`config.mk`:
```
export PLATFORM = sky130hd
export DESIGN_NAME = sgd_core
export DESIGN_NICKNAME = d
export VERILOG_FILES = /design/src/verilog/sgd_pkg.sv /design/src/verilog/sgd_sync.sv /design/src/verilog/sgd_tan_map.sv /design/src/verilog/sgd_core.sv
export SDC_FILE = /design/constraint.sdc
export NUM_CORES = 1
export LEC_CHECK = 0
export BUFFER_PORTS_ARGS = -buffer_cell sky130_fd_sc_hd__buf_2
export CAP_MARGIN = 10
export CORE_MARGIN = 2
export CORE_UTILIZATION = 46
export DETAILED_ROUTE_END_ITERATION = 7
export PLACE_DENSITY_LB_ADDON = 0.1
export SKIP_LAST_GASP = 1
export SLEW_MARGIN = 20
export SYNTH_ARGS = -nofsm -noshare
export SYNTH_HDL_FRONTEND = slang
export SYNTH_SLANG_ARGS = --single-unit
```
`constraint.sdc`:
```
create_clock -name core_clk -period 9.2 [get_ports core_clk]
set_clock_uncertainty 0.05 [all_clocks]
set_input_delay 2.3 -clock core_clk [delete_from_list [all_inputs] [get_ports core_clk]]
set_output_delay 2.3 -clock core_clk [all_outputs]
set_load 0.05 [all_outputs]
```
`src/verilog/sgd_pkg.sv`:
```
// Constants shared by the serial gauge coil driver blocks.
// Assumes a single core clock domain; all pins are synchronised inside.
package sgd_pkg;
  // Angle word layout
  localparam int WORD_W = 10;
  localparam int OCT_W = 3;
  localparam int POS_W = 7;
  localparam int SEG_W = 5;
  localparam int FRAC_W = 3;
  // Coil magnitude code; full scale stands for 0.748 of analog_supply
  localparam int MAG_W = 8;
  localparam logic [7:0] MAG_FULL = 8'hff;
  localparam logic [7:0] MAG_ZERO = 8'h00;
  // Pin synchroniser
  localparam int PIN_W = 6;
  // APB register map
  localparam int ADDR_W = 8;
  localparam int DATA_W = 32;
  localparam logic [7:0] OFS_CTRL = 8'h00;
  localparam logic [7:0] OFS_STATUS = 8'h04;
  localparam logic [7:0] OFS_MASK = 8'h08;
  localparam logic [7:0] OFS_STATE = 8'h0c;
  localparam logic [7:0] OFS_ANGLE = 8'h10;
  // Event bits of status and mask
  localparam int EV_W = 2;
  localparam int EV_FAULT = 0;
  localparam int EV_UPDATE = 1;
  // Control bit
  localparam int CTRL_FORCE_OFF = 0;
  // Values after reset
  localparam logic [9:0] ANGLE_RST = 10'h000;
  localparam logic [1:0] EV_RST = 2'h0;
  localparam logic [31:0] RDATA_RST = 32'h0000_0000;
endpackage

```
`src/verilog/sgd_sync.sv`:
```
// Two-stage synchroniser for a group of asynchronous pins.
// Assumes pins are unrelated levels; stage one feeds only stage two.
`timescale 1ns/1ps
module sgd_sync #(
  parameter int W = 1
) (
  // Clock and reset
  input wire logic core_clk,
  input wire logic arst_n,
  input wire logic clkEn,
  // Pins in, synchronised out
  input wire logic [W-1:0] d,
  output logic [W-1:0] q
);
  logic [W-1:0] meta_reg;
  logic [W-1:0] sync_reg;

  always_ff @(posedge core_clk or negedge arst_n) begin
    if (!arst_n) begin
      meta_reg <= '0;
      sync_reg <= '0;
    end else if (clkEn) begin
      meta_reg <= d;
      sync_reg <= meta_reg;
    end
  end

  assign q = sync_reg;
endmodule

```
`src/verilog/sgd_tan_map.sv`:
```
// Tangential octant mapping from angle word to signed coil magnitudes.
// Purely combinational; the caller registers the results.
`timescale 1ns/1ps
module sgd_tan_map (
  // Angle word
  input wire logic [sgd_pkg::WORD_W-1:0] angle,
  // Coil magnitudes and signs
  output logic [sgd_pkg::MAG_W-1:0] sinMag,
  output logic [sgd_pkg::MAG_W-1:0] cosMag,
  output logic sinNeg,
  output logic cosNeg
);
  import sgd_pkg::*;

  // Tangent at every eighth position, full scale at 45 degrees
  function automatic logic [MAG_W-1:0] tanPoint(
    input logic [SEG_W-1:0] s
  );
    case (s)
      5'h00: tanPoint = 8'h00;
      5'h01: tanPoint = 8'h0d;
      5'h02: tanPoint = 8'h19;
      5'h03: tanPoint = 8'h26;
      5'h04: tanPoint = 8'h33;
      5'h05: tanPoint = 8'h40;
      5'h06: tanPoint = 8'h4d;
      5'h07: tanPoint = 8'h5b;
      5'h08: tanPoint = 8'h6a;
      5'h09: tanPoint = 8'h79;
      5'h0a: tanPoint = 8'h88;
      5'h0b: tanPoint = 8'h99;
      5'h0c: tanPoint = 8'haa;
      5'h0d: tanPoint = 8'hbd;
      5'h0e: tanPoint = 8'hd1;
      5'h0f: tanPoint = 8'he7;
      default: tanPoint = MAG_FULL;
    endcase
  endfunction

  logic [OCT_W-1:0] oct;
  logic [POS_W-1:0] pos;
  logic [SEG_W-1:0] seg;
  logic [FRAC_W-1:0] frac;
  logic [MAG_W-1:0] lo;
  logic [MAG_W-1:0] hi;
  logic [10:0] prod;
  logic [MAG_W-1:0] vary;
  logic cosVaries;

  assign oct = angle[WORD_W-1 -: OCT_W];
  // Odd octants run the tangent backwards
  assign pos = oct[0] ? ~angle[POS_W-1:0] : angle[POS_W-1:0];
  assign seg = {1'b0, pos[POS_W-1 -: 4]};
  assign frac = pos[FRAC_W-1:0];
  assign lo = tanPoint(seg);
  assign hi = tanPoint(seg + 5'h01);
  // Linear step between table points
  assign prod = 11'(hi - lo) * 11'(frac);
  assign vary = lo + prod[10:3];
  assign cosVaries = oct[0] ^ oct[1];
  assign sinMag = cosVaries ? MAG_FULL : vary;
  assign cosMag = cosVaries ? vary : MAG_FULL;
  assign sinNeg = oct[2];
  assign cosNeg = oct[2] ^ oct[1];
endmodule

```
`src/verilog/sgd_core.sv`:
```
// Serial gauge coil driver: serial link, angle latch, coil drive,
// fault shutdown, open-drain state flag and APB status registers.
// Assumes pins are asynchronous to core_clk; serial clock is slow.
//
// Functional notes
// - Serial data is captured on each rising serial clock edge while strobe is high.
// - Power-on reset clears all registers and latches except cosMag_reg and stOe_reg, which it sets.
// - Output-enable low switches all coil drivers off; logic runs on.
// - Serial data output changes only on falling serial clock edges.
// - Shifting happens only while the update strobe is high.
// - Falling strobe copies the shift register into the angle path.
// - Falling strobe re-enables drivers after fault unless fault persists.
// - State flag pulled low whenever the drivers are disabled.
// - Previously held ten-bit word shifts out as new one enters.
// - In each 45 degree span one coil varies, other sits at full scale.
// - First quadrant: sine tan then full, cosine full then tan.
// - Second quadrant: sine full then tan, cosine minus tan then minus full.
// - Third quadrant: sine minus tan then minus full, cosine minus.
// - Fourth quadrant: sine minus full then minus tan, cosine positive.
// - Top three bits pick the octant, low seven the position.
// - Shifting bits leave coil outputs unchanged until strobe falls.
`timescale 1ns/1ps
module sgd_core (
  // Clock, reset, enable
  input wire logic core_clk,
  input wire logic arst_n,
  input wire logic clkEn,
  // Serial link pins
  input wire logic sclkPin,
  input wire logic sdiPin,
  input wire logic strobePin,
  output logic sdoPin,
  // Drive control and fault detector pins
  input wire logic oePin,
  input wire logic overCurrentPin,
  input wire logic overTempPin,
  // Coil drive
  output logic [sgd_pkg::MAG_W-1:0] sinMag,
  output logic [sgd_pkg::MAG_W-1:0] cosMag,
  output logic sinNeg,
  output logic cosNeg,
  output logic drvOn,
  // Open-drain output_state_flag
  output logic outputStateFlagOut,
  output logic outputStateFlagOe,
  // APB slave
  input wire logic psel,
  input wire logic penable,
  input wire logic pwrite,
  input wire logic [sgd_pkg::ADDR_W-1:0] paddr,
  input wire logic [sgd_pkg::DATA_W-1:0] pwdata,
  output logic [sgd_pkg::DATA_W-1:0] prdata,
  output logic pready,
  output logic pslverr,
  // Interrupt
  output logic irq
);
  import sgd_pkg::*;

  function automatic logic isMapped(input logic [ADDR_W-1:0] a);
    isMapped = (a == OFS_CTRL) || (a == OFS_STATUS) ||
      (a == OFS_MASK) || (a == OFS_STATE) || (a == OFS_ANGLE);
  endfunction

  // Pin synchronisation
  logic [PIN_W-1:0] pinSync;
  logic sclkS;
  logic sdiS;
  logic strobeS;
  logic oeS;
  logic ocS;
  logic otS;

  sgd_sync #(.W(PIN_W)) uSync (
    .core_clk(core_clk),
    .arst_n(arst_n),
    .clkEn(clkEn),
    .d({sclkPin, sdiPin, strobePin, oePin, overCurrentPin, overTempPin}),
    .q(pinSync)
  );

  assign {sclkS, sdiS, strobeS, oeS, ocS, otS} = pinSync;

  // Serial link state
  logic sclk_reg;
  logic sclk_next;
  logic strobe_reg;
  logic strobe_next;
  logic [WORD_W-1:0] shift_reg;
  logic [WORD_W-1:0] shift_next;
  logic [WORD_W-1:0] angle_reg;
  logic [WORD_W-1:0] angle_next;
  logic sdo_reg;
  logic sdo_next;
  logic sclkRise;
  logic sclkFall;
  logic strobeFall;

  assign sclkRise = sclkS & ~sclk_reg;
  assign sclkFall = ~sclkS & sclk_reg;
  assign strobeFall = ~strobeS & strobe_reg;

  always_comb begin
    sclk_next = sclkS;
    strobe_next = strobeS;
    shift_next = shift_reg;
    sdo_next = sdo_reg;
    angle_next = angle_reg;
    if (sclkRise && strobeS) begin
      shift_next = {shift_reg[WORD_W-2:0], sdiS};
    end
    if (sclkFall) begin
      sdo_next = shift_reg[WORD_W-1];
    end
    if (strobeFall) begin
      angle_next = shift_reg;
    end
  end

  always_ff @(posedge core_clk or negedge arst_n) begin
    if (!arst_n) begin
      sclk_reg <= 1'b0;
      strobe_reg <= 1'b0;
      shift_reg <= ANGLE_RST;
      angle_reg <= ANGLE_RST;
      sdo_reg <= 1'b0;
    end else if (clkEn) begin
      sclk_reg <= sclk_next;
      strobe_reg <= strobe_next;
      shift_reg <= shift_next;
      angle_reg <= angle_next;
      sdo_reg <= sdo_next;
    end
  end

  // Coil drive state
  logic [MAG_W-1:0] mapSin;
  logic [MAG_W-1:0] mapCos;
  logic mapSinNeg;
  logic mapCosNeg;
  logic [MAG_W-1:0] sinMag_reg;
  logic [MAG_W-1:0] cosMag_reg;
  logic sinNeg_reg;
  logic cosNeg_reg;
  logic fault_reg;
  logic fault_next;
  logic arm_reg;
  logic arm_next;
  logic drvOn_reg;
  logic drvOn_next;
  logic stOe_reg;
  logic ctrl_reg;
  logic faultNow;

  sgd_tan_map uMap (
    .angle(angle_reg),
    .sinMag(mapSin),
    .cosMag(mapCos),
    .sinNeg(mapSinNeg),
    .cosNeg(mapCosNeg)
  );

  assign faultNow = ocS | otS;

  always_comb begin
    // Fault latch, cleared by the strobe only if the fault has gone
    fault_next = faultNow | (fault_reg & ~strobeFall);
    arm_next = arm_reg;
    if (faultNow) begin
      arm_next = 1'b0;
    end else if (strobeFall) begin
      arm_next = oeS;
    end
    drvOn_next = arm_next & oeS & ~ctrl_reg;
  end

  always_ff @(posedge core_clk or negedge arst_n) begin
    if (!arst_n) begin
      sinMag_reg <= MAG_ZERO;
      cosMag_reg <= MAG_FULL;
      sinNeg_reg <= 1'b0;
      cosNeg_reg <= 1'b0;
      fault_reg <= 1'b0;
      arm_reg <= 1'b0;
      drvOn_reg <= 1'b0;
      stOe_reg <= 1'b1;
    end else if (clkEn) begin
      sinMag_reg <= mapSin;
      cosMag_reg <= mapCos;
      sinNeg_reg <= mapSinNeg;
      cosNeg_reg <= mapCosNeg;
      fault_reg <= fault_next;
      arm_reg <= arm_next;
      drvOn_reg <= drvOn_next;
      stOe_reg <= ~drvOn_next;
    end
  end

  // APB registers and interrupt
  logic ctrl_next;
  logic [EV_W-1:0] status_reg;
  logic [EV_W-1:0] status_next;
  logic [EV_W-1:0] mask_reg;
  logic [EV_W-1:0] mask_next;
  logic [EV_W-1:0] events;
  logic [DATA_W-1:0] prdata_reg;
  logic [DATA_W-1:0] prdata_next;
  logic pslverr_reg;
  logic pslverr_next;
  logic pready_reg;
  logic irq_reg;
  logic irq_next;
  logic wrAcc;
  logic setup;

  assign wrAcc = psel & penable & pwrite;
  assign setup = psel & ~penable;
  assign events = {strobeFall, faultNow & ~fault_reg};

  always_comb begin
    ctrl_next = ctrl_reg;
    mask_next = mask_reg;
    status_next = status_reg;
    prdata_next = prdata_reg;
    pslverr_next = pslverr_reg;
    if (wrAcc && paddr == OFS_CTRL) begin
      ctrl_next = pwdata[CTRL_FORCE_OFF];
    end
    if (wrAcc && paddr == OFS_MASK) begin
      mask_next = pwdata[EV_W-1:0];
    end
    if (wrAcc && paddr == OFS_STATUS) begin
      status_next = status_reg & ~pwdata[EV_W-1:0];
    end
    // A new event beats a clear in the same cycle
    status_next = status_next | events;
    irq_next = |(status_next & mask_next);
    if (setup) begin
      pslverr_next = ~isMapped(paddr);
      case (paddr)
        OFS_CTRL: prdata_next = 32'(ctrl_reg);
        OFS_STATUS: prdata_next = 32'(status_reg);
        OFS_MASK: prdata_next = 32'(mask_reg);
        OFS_STATE: prdata_next = 32'({fault_reg, otS, ocS, oeS,
          arm_reg, drvOn_reg});
        OFS_ANGLE: prdata_next = 32'(angle_reg);
        default: prdata_next = RDATA_RST;
      endcase
    end
  end

  always_ff @(posedge core_clk or negedge arst_n) begin
    if (!arst_n) begin
      ctrl_reg <= 1'b0;
      status_reg <= EV_RST;
      mask_reg <= EV_RST;
      prdata_reg <= RDATA_RST;
      pslverr_reg <= 1'b0;
      pready_reg <= 1'b0;
      irq_reg <= 1'b0;
    end else if (clkEn) begin
      ctrl_reg <= ctrl_next;
      status_reg <= status_next;
      mask_reg <= mask_next;
      prdata_reg <= prdata_next;
      pslverr_reg <= pslverr_next;
      pready_reg <= 1'b1;
      irq_reg <= irq_next;
    end
  end

  // Outputs
  assign sdoPin = sdo_reg;
  assign sinMag = sinMag_reg;
  assign cosMag = cosMag_reg;
  assign sinNeg = sinNeg_reg;
  assign cosNeg = cosNeg_reg;
  assign drvOn = drvOn_reg;
  assign outputStateFlagOut = 1'b0;
  assign outputStateFlagOe = stOe_reg;
  assign prdata = prdata_reg;
  assign pready = pready_reg;
  assign pslverr = pslverr_reg;
  assign irq = irq_reg;

  // Checks
  logic [OCT_W-1:0] oct;
  assign oct = angle_reg[WORD_W-1 -: OCT_W];
endmodule

```
-- Word level (Yosys, flattened, before mapping)
Memories as Yosys holds them, arrays and structs flattened.
Cells that the tools add are included.
Widths: inputs -> output; s select.
- flip-flop bits (word level): 97
- bits in read-only memories: 256
- input bits: 52
- output and inout bits: 57
- logic and storage cells: 84
- memories: 2
- add/sub/neg operators: 3
- $mul: 1
- equality and inequality tests: 4
- muxes and demuxes: 9
- bitwise gates (word level): 28
- reductions and logical operators: 15
- memories (memory ; depth ; width ; rd ports ; clocked after Yosys merged registers in ; write ports ; line ; text):
    (no name shown) ; 16 ; 8 ; 1 ; 0 ; 0 ; sgd_tan_map.sv:19 ; case (s)
    (no name shown) ; 16 ; 8 ; 1 ; 0 ; 0 ; sgd_tan_map.sv:19 ;
- operators with widths (cell ; count):
    $pmux 10 s5 ; 1
    $mux 8 ; 3
    $eq 8x4->1 const B ; 2
    $mul 11x3->11 ; 1
    $and 1x1->1 ; 10
    $reduce_and 2->1 ; 5
    $not 1->1 ; 9
    $sub 8x8->9 ; 1
    $add 8x8->8 ; 1
    $eq 8x3->1 const B ; 1
    $eq 8x5->1 const B ; 1
    $logic_not 8->1 ; 1
    $mux 7 ; 1
    $not 7->7 ; 1
    $add 4x1->5 const B ; 1
    $and 2x2->2 ; 2
    $logic_and 1x1->1 ; 4
    $logic_or 1x1->1 ; 4
    $mux 2 ; 2
    $mux 1 ; 2
    $not 2->2 ; 1
    $or 1x1->1 ; 2
    $or 2x2->2 ; 1
    $reduce_or 2->1 ; 1
    $xor 1x1->1 ; 2

-- Longest topological paths before layout
Gate-level depths: netlist (run 1).
An unclocked memory read counts as a cell.
- depth in word-level cells: 9
- depth in mapped cells: 32
- depth with buffers taken out: 29

-- Hierarchy
From an unflattened synthesis (run 1), not the netlist that was laid out.
- cells, all modules: 556
- area total of the unflattened synthesis: 5554.1 sq um
- by module, submodules not included (module ; times used ; cells an instance ; area an instance (sq um) ; sequential area each (sq um)):
    sgd_core ; 1 ; 223 ; 2879.0 ; 1587.8
    sgd_tan_map ; 1 ; 308 ; 2190.9 ; 0.0
    sgd_sync ; 1 ; 25 ; 484.2 ; 300.3

-- Worst setup path before layout (run 1)
OpenSTA, ideal clock, no wires.
- path type: register to register
- start point: reg angle_reg[7]
- end point: reg sinMag_reg[7] (netlist: sinMag[7])
- setup time: 0.128 ns
- arrival: 6.291 ns
- data required time: 9.022 ns
- path slack: 2.731 ns
- stages on the path, launching flop included: 29
- buffers on the path: 3
- period minus slack after synthesis: 6.469 ns
- path through: dfrtp_1 buf_4 buf_4 xor2_1 buf_2 ha_1 nand2_1 xnor2_1 mux4_1 and2_1 ha_1 fa_1 nor2b_1 o31a_1 o21a_1 nor2_1 xnor2_1 nand2_1 fa_1 inv_1 ha_1 and3_1 a211o_1 a311o_1 ha_1 a31oi_1 xor2_1 a211oi_1 nor3_1
- word-level cells in the longest chain between the ends: 8
- elaborated cells between the ends (all ways): 10
- classes of those cells: add/sub: 3; mul: 1; mux: 3; bitwise: 1; memory: 2
- RTL lines (item ; line ; text):
    from (decl) ; sgd_core.sv:91 ; logic [WORD_W-1:0] angle_reg;
    from (signal assigned) ; sgd_core.sv:131 ; angle_reg <= angle_next;
    $mux 7 ; sgd_tan_map.sv:52 ; assign pos = oct[0] ? ~angle[POS_W-1:0] : angle[POS_W-1:0];
    $add 4x1->5 ; sgd_tan_map.sv:56 ; assign hi = tanPoint(seg + 5'h01);
    $mem_v2 16x8 ; -- ;
    $mux 8 ; sgd_tan_map.sv:19 ;
    $sub 8x8->9 ; sgd_tan_map.sv:58 ; assign prod = 11'(hi - lo) * 11'(frac);
    $mul 11x3->11 ; sgd_tan_map.sv:58 ;
    $add 8x8->8 ; sgd_tan_map.sv:59 ; assign vary = lo + prod[10:3];
    $mux 8 (*) ; sgd_tan_map.sv:61 ; assign sinMag = cosVaries ? MAG_FULL : vary;
    to (signal assigned) ; sgd_core.sv:188 ; sinMag_reg <= mapSin;
    to (decl) ; sgd_core.sv:141 ; logic [MAG_W-1:0] sinMag_reg;
Mark *: on every way between the ends. The rest lies on a longest branch, timed or not.
A chain may end at the register's enable or synchronous reset.

-- Worst setup path in the final report (run 1)
Same ends and word-level chain as after synthesis.

==> impl_metrics.json, run 1 <==
{
  "clockBufferDepth": 2,
  "die_w_um": 112,
  "synth_seq_cells": 75,
  "cts_tree": "done",
  "grt_max_degree": 76,
  "place.gp.congestion": 0.819,
  "drt-wirelength-per-cell_um": 15.0,
  "slowest_stage": "dfrtp_1",
  "setup_viol": 0,
  "crit_family": "adder cells",
  "core_um2": 11400,
  "areaGrowthSynthToFinish_pct": 11.2,
  "routed_via_density": 5.49,
  "worst-path-stages": 28,
  "critical_path_class": "reg2reg",
  "drive_above_1_share": 0.214,
  "final_cell_mix": "dfrtp_1, buf_2, nor2_1",
  "clockRootBuffer": "clkbuf_16",
  "critical_path.endpoint_type": "register",
  "synth-edff-count": 0,
  "wl_um": 11300,
  "grt_setup_unrepaired": "false",
  "holdCritPathClass": "reg2reg",
  "gr-total-overflow": 0,
  "yosysSeqAreaShare": 0.354,
  "fmax_mhz": 133,
  "holdPathStages": 1,
  "yosys_warnings": 0,
  "synth_ff_type": "dfrtp_1",
  "final_common_cell": "dfrtp_1",
  "finalSetupTns_ns": 0,
  "post_cts_buffers": 0,
  "final_cell_area_um2": 5930,
  "ios": 109,
  "nFillCells": 1051,
  "maxCapViolCount": 0,
  "hpwlAfterDp_um": 8670,
  "drt_iter0_drc": 224,
  "antenna_found_initial": 0,
  "synth_top_cell_area_share": 0.310,
  "fin_nets": 699,
  "tightest_slew_ns": 0.917,
  "ant_nets": 0,
  "postSynthCellCount": 555,
  "ctsResizeCount": 0,
  "grtUsageTotal": 0.193,
  "crit_path_frequent_cell": "ha_1",
  "vias": 4120,
  "grt_pass1_vias": 3959,
  "syn_area_per_cell_um2": 9.61,
  "status": "finished, final reports clean",
  "cts_buffers": 9,
  "dpl_cell_area_um2": 5630,
  "synth_top_area_cell": "dfrtp_1",
  "cts_hold_buf": 0,
  "period_share": 0.815,
  "fp.dieH_um": 112,
  "slew_viol_final": 0,
  "hold_viol": 0,
  "reg2regPathDepth": 28,
  "synth.area.top_cells": "dfrtp_1, mux2_2, ha_1",
  "num_rows": 39,
  "ys_types": 62,
  "arrival_ns": 7.66,
  "critPathLaunchType": "register",
  "path_clk_slew_ns": 0.06,
  "cts_sinks": 75,
  "io_buffers": 55,
  "diodes": 0,
  "cp.buffers_inverters": 1,
  "dieArea_um2": 12500,
  "cpPeakStageDelay_ns": 0.76,
  "grt_first_pass_wirelength_um": 19500,
  "clk-insertion-delay-late_ns": 0.33,
  "relSlewSlack": 0.389,
  "cp.required_ns": 9.36,
  "firstDrtPassIters": 5,
  "start_util": 0.469,
  "critical_path.max_fanout": 14,
  "synthArstFlopShare": 1.00,
  "drc": 0,
  "netlist_area_um2": 5330,
  "fin_crit_ns": 7.50,
  "h-tree-depth": 3
}
## worst paths after layout
path | start | to | slack, ns
max in group asynchronous | arst_n | prdata[2] | 6.45
min reg2reg | pready | pready | 0.41
max | angle_reg[7] | sinMag[7] | 1.70
min | pready | pready | 0.41
max reg2reg | angle_reg[7] | sinMag[7] | 1.70
min in group asynchronous | arst_n | sinMag[4] | 2.03
## metrics by stage
stage / std cells / hold slack (ns) / setup slack, ns / utilization
6_report: 751 / 0.410 / 1.70 / 0.522
5_1_grt: 751 / 0.424 / 1.03 / 0.522
4_1_cts: 751 / 0.413 / 1.70 / 0.521
3_5_place_dp: 735 / 0.396 / 1.75 / 0.495
3_3_place_gp: 735 / 0.395 / 1.82 / 0.495
2_1_floorplan: 577 / 0.420 / 2.73 / -
## synth_stat cells, drive strengths merged (11+ instances only)
library cell,instances
nor2,44
buf,28
mux2,41
nand3,13
inv,38
a21oi,23
dfrtp,66
o21ai,32
clkbuf,14
xnor2,17
ha,33
fa,11
a22o,13
nand2,43
nand2b,12
## cell families after synthesis
kind of cell / count (synthesis) / share of synthesized area
AO/OA/AOI/OAI: 128 / 0.164
XOR/XNOR: 27 / 0.0457
adder cells (fa/ha/maj): 44 / 0.119
buffers and inverters: 80 / 0.0748
flip-flops: 75 / 0.354
multiplexers: 47 / 0.101
other: 1 / 0.000703
AND/OR/NAND/NOR: 153 / 0.141
## routing by layer
layer,vias to the layer above,track usage,part of all wire
li1,2003,-,-
met1,1987,0.260,0.45
met2,110,0.311,0.48
met3,20,0.0392,0.046
met4,0,0.0691,0.024
met5,-,0,0
## layout make-up
type / instances / area [um^2] / area share
Clock buffer: 13 / 250 / 0.0422
Clock inverter: 3 / 40.0 / 0.00675
Sequential cell: 75 / 1890 / 0.318
Timing Repair Buffer: 57 / 293 / 0.0494
Inverter: 38 / 143 / 0.0241
Tap cell: 143 / 179 / 0.0302
Multi-Input combinational cell: 422 / 3140 / 0.529
Power of run 1 is left out: the tool's default activity adds up to more than one toggle a clock period on the data nets, which glitch-free logic cannot reach.
==> inputs of run 2 (changes only) <==
- clock period: 9.2 -> 7.7 ns (I/O delays scaled with it)
==> run 2 against run 1 <==
Effect of this change: cell count rose by 0.40%; flip-flop and latch count is the same; design area is essentially flat; die area unchanged; critical path type unchanged; critical endpoint unchanged.
==> impl_metrics.json, run 2 (synthesized netlist as in run 1, its figures left out) <==
{
  "hpwlAfterDp_um": 8650,
  "period_share": 0.920,
  "final_cell_mix": "dfrtp_1, buf_2, nor2_1",
  "slew_viol_final": 0,
  "dieArea_um2": 12500,
  "gr-total-overflow": 0,
  "hold_viol": 0,
  "maxCapViolCount": 0,
  "grt_max_degree": 76,
  "diodes": 0,
  "fin_crit_ns": 7.08,
  "cts_sinks": 75,
  "critical_path.max_fanout": 14,
  "drive_above_1_share": 0.218,
  "grt_setup_unrepaired": "false",
  "ios": 109,
  "place.gp.congestion": 0.828,
  "reg2regPathDepth": 25,
  "fin_nets": 702,
  "fmax_mhz": 141,
  "wl_um": 11300,
  "post_cts_buffers": 0,
  "routed_via_density": 5.38,
  "h-tree-depth": 3,
  "place_ws_ns": 0.683,
  "drc": 0,
  "firstDrtPassIters": 4,
  "setup_viol": 0,
  "finalSetupTns_ns": 0,
  "layout_setup_ws_ns": 0.620,
  "io_buffers": 55,
  "drt_iter0_drc": 220,
  "nFillCells": 1038,
  "final_common_cell": "dfrtp_1",
  "critical_path.endpoint_type": "register",
  "multi_input_area_um2": 3140,
  "relSlewSlack": 0.364,
  "holdPathStages": 1,
  "worstHoldStart": "pready",
  "arrival_ns": 7.26,
  "tightest_slew_ns": 0.946,
  "reg2reg_from": "angle_reg[7]",
  "vias": 4057,
  "status": "finished, final reports clean",
  "grtUsageTotal": 0.191,
  "startpoint": "angle_reg[7]",
  "areaGrowthSynthToFinish_pct": 11.1,
  "num_rows": 39,
  "grt_pass1_vias": 4034,
  "path_clk_slew_ns": 0.06,
  "critical_path_class": "reg2reg",
  "clk-insertion-delay-late_ns": 0.32,
  "fp.dieH_um": 112,
  "drt-wirelength-per-cell_um": 15.0,
  "antenna_found_initial": 0,
  "seqCellArea_um2": 1890,
  "grt_first_pass_wirelength_um": 19500,
  "clockBufferDepth": 2,
  "holdCritPathClass": "reg2reg",
  "ctsResizeCount": 0,
  "cts_buffers": 9,
  "cp.required_ns": 7.88,
  "core_um2": 11400,
  "start_util": 0.469,
  "cts_tree": "done",
  "cts_hold_buf": 0,
  "die_w_um": 112,
  "ant_nets": 0,
  "clockRootBuffer": "clkbuf_16",
  "critPathLaunchType": "register"
}
## run 2: changes by cell type in the layout (fill, tap and decap cells not counted)
| cell | delta |
|---|---|
| clkinv_4 | +2 |
| buf_4 | +3 |
| bufinv_16 | -1 |
| clkbuf_8 | -1 |
## run 2: final timing paths
check | end | slack, ns
setup / recovery | sinMag[7] | 0.62
hold / removal | pready | 0.41
setup reg to reg | sinMag[7] | 0.62
hold reg to reg | pready | 0.41
max in group asynchronous | angle_reg[2] | 5.30
min in group asynchronous | sinMag[3] | 1.68
## run 2: cell type report
type | count | share of cell area
timing repair buffer | 60 | 0.0532
clock buffer | 12 | 0.0399
multi-input combinational | 422 | 0.529
tap | 143 | 0.0302
clock inverter | 4 | 0.00465
sequential | 75 | 0.319
inverter | 38 | 0.0241
## run 2: critical path: stages, from the launching register on
cell	delay (ns)
dfrtp_1	0.75
xor2_1	0.43
nand2_1	0.23
xnor2_1	0.35
mux4_1	0.60
and2_1	0.21
ha_1	0.23
fa_1	0.41
nor2b_1	0.17
o31a_1	0.21
o21a_1	0.13
nor2_1	0.04
xnor2_1	0.27
nand2_1	0.12
fa_1	0.55
inv_1	0.05
ha_1	0.33
o21ai_0	0.10
a21oi_1	0.23
nor4_1	0.08
a311o_1	0.33
ha_1	0.34
a31oi_1	0.25
xor2_1	0.22
a211oi_1	0.08
nor3_1	0.23
## run 2: routing by layer
layer / part of all wire / track usage / vias to the layer above
met3: 0.039 / 0.0354 / 13
met2: 0.49 / 0.321 / 86
li1: - / - / 2008
met5: 0 / 0 / -
met4: 0.012 / 0.0527 / 0
met1: 0.45 / 0.254 / 1950
## run 2: per-stage QoR
| stage | std cells | instance area (um^2) | util | hold WS (ns) |
|---|---|---|---|---|
| floorplan | 577 | 5420 | - | 0.420 |
| global placement | 738 | 5650 | 0.497 | 0.395 |
| detailed placement | 738 | 5650 | 0.497 | 0.394 |
| CTS | 754 | 5920 | 0.521 | 0.411 |
| global route | 754 | 5930 | 0.521 | 0.416 |
| finish | 754 | 5930 | 0.521 | 0.408 |
Power of run 2 is left out for the same reason.
==> inputs of run 3 (changes only) <==
- CORE_ASPECT_RATIO: default -> 1.2
==> run 3 against run 2 <==
Effect of this change: count of clock-buffer cells in the layout shrank 3; utilization shrank 0.29 points; via count grew 0.25%; flip-flop and latch count is the same; non-clock buffer count is the same; die area is essentially flat; largest cell class unchanged.
==> impl_metrics.json, run 3 (synthesized netlist as in run 1, its figures left out) <==
{
  "status": "finished, final reports clean",
  "grt_first_pass_wirelength_um": 18700,
  "ant_nets": 0,
  "final_common_cell": "dfrtp_1",
  "maxCapViolCount": 0,
  "gr-total-overflow": 0,
  "fin_nets": 702,
  "cts_buffers": 9,
  "clockRootBuffer": "clkbuf_16",
  "final_cell_mix": "dfrtp_1, buf_2, nor2_1",
  "regToRegSetupSlack_ns": 0.77,
  "nFillCells": 1081,
  "cts_sinks": 75,
  "period_share": 0.900,
  "core_um2": 11500,
  "fp.dieH_um": 122,
  "areaGrowthSynthToFinish_pct": 11.4,
  "routed_via_density": 5.30,
  "cp.required_ns": 7.89,
  "fmax_mhz": 144,
  "hpwlAfterDp_um": 8650,
  "path_clk_slew_ns": 0.06,
  "antenna_found_initial": 0,
  "critical_path_class": "reg2reg",
  "cts_hold_buf": 0,
  "grt_pass1_vias": 3930,
  "holdCritPathClass": "reg2reg",
  "setup_viol": 0,
  "drt_iter0_drc": 138,
  "hold_viol": 0,
  "clockBufferDepth": 2,
  "wl_um": 11200,
  "start_util": 0.465,
  "drive_above_1_share": 0.221,
  "seqCellArea_um2": 1890,
  "grt_setup_unrepaired": "false",
  "ios": 109,
  "arrival_ns": 7.12,
  "cts_tree": "done",
  "slew_viol_final": 0,
  "finalSetupTns_ns": 0,
  "diodes": 0,
  "fin_crit_ns": 6.93,
  "grtUsageTotal": 0.189,
  "relSlewSlack": 0.309,
  "drt-wirelength-per-cell_um": 14.6,
  "num_rows": 43,
  "io_buffers": 55,
  "drc": 0,
  "h-tree-depth": 3,
  "die_w_um": 102,
  "critPathLaunchType": "register",
  "dieArea_um2": 12500,
  "vias": 4067,
  "critical_path.endpoint_type": "register",
  "tightest_slew_ns": 1.03,
  "firstDrtPassIters": 4,
  "critical_path.max_fanout": 14,
  "multi_input_area_um2": 3130,
  "place.gp.congestion": 0.842,
  "clk-insertion-delay-late_ns": 0.33,
  "grt_max_degree": 76
}
run 3: cell types whose count changed in the layout (fill, tap and decap cells not counted), sizes merged:
cell | before | now
clkbuf | 12 | 9
clkinv | 4 | 2
clkinvlp | 0 | 3
inv | 38 | 39
run 3: what timing repair did:
action                     CTS  global route
buffers inserted             0             0
gates resized for setup      0             1
setup endpoints to repair    0             2
run 3: routing by layer:
layer	global-route usage	wire, um	part of all wire
met1	0.242	4900	0.44
met4	0.0692	217	0.019
met2	0.322	5650	0.51
met3	0.0293	412	0.037
met5	0	0	0
run 3: layout make-up:
cell class	instances	area share
multi-input combinational	422	0.527
sequential	75	0.318
timing repair buffer	60	0.0531
clock buffer	9	0.0379
tap	157	0.0331
inverter	38	0.0240
clock inverter	6	0.00695
run 3: final timing paths:
check                              from      endpoint  cells past startpoint
setup / recovery           angle_reg[7]     cosMag[7]                     25
hold / removal                   pready        pready                      1
setup reg to reg           angle_reg[7]     cosMag[7]                     25
hold reg to reg                  pready        pready                      1
max in group asynchronous        arst_n  angle_reg[7]                      1
min in group asynchronous        arst_n    uSync.q[5]                      1
run 3: per-stage QoR:
step | utilization | setup slack [ns] | cell area [um^2] | cells | hold slack [ns]
finish | 0.518 | 0.768 | 5940 | 767 | 0.406
global route | 0.518 | 0.107 | 5940 | 767 | 0.459
CTS | 0.518 | 0.594 | 5940 | 767 | 0.408
detailed placement | 0.495 | 0.628 | 5670 | 752 | 0.393
global placement | 0.495 | 0.672 | 5670 | 752 | 0.395
floorplan | - | 1.23 | 5420 | 577 | 0.420
run 3: critical path, stage by stage (launching register included):
cell and delay, ns:
dfrtp_2 0.57, xor2_1 0.45, nand2_1 0.25, xnor2_1 0.34, mux4_1 0.61, and2_1 0.19, ha_1 0.22, fa_1 0.41
nor2b_1 0.16, o31a_1 0.22, o21a_1 0.13, nor2_1 0.05, xnor2_1 0.26, nand2_1 0.12, fa_1 0.55, inv_1 0.04
ha_1 0.33, o21ai_0 0.10, a21oi_1 0.25, nor4_1 0.08, a311o_1 0.33, ha_1 0.35, a31oi_1 0.26, xor2_1 0.22
a211oi_1 0.08, nor3_1 0.22
Power of run 3 is left out for the same reason.
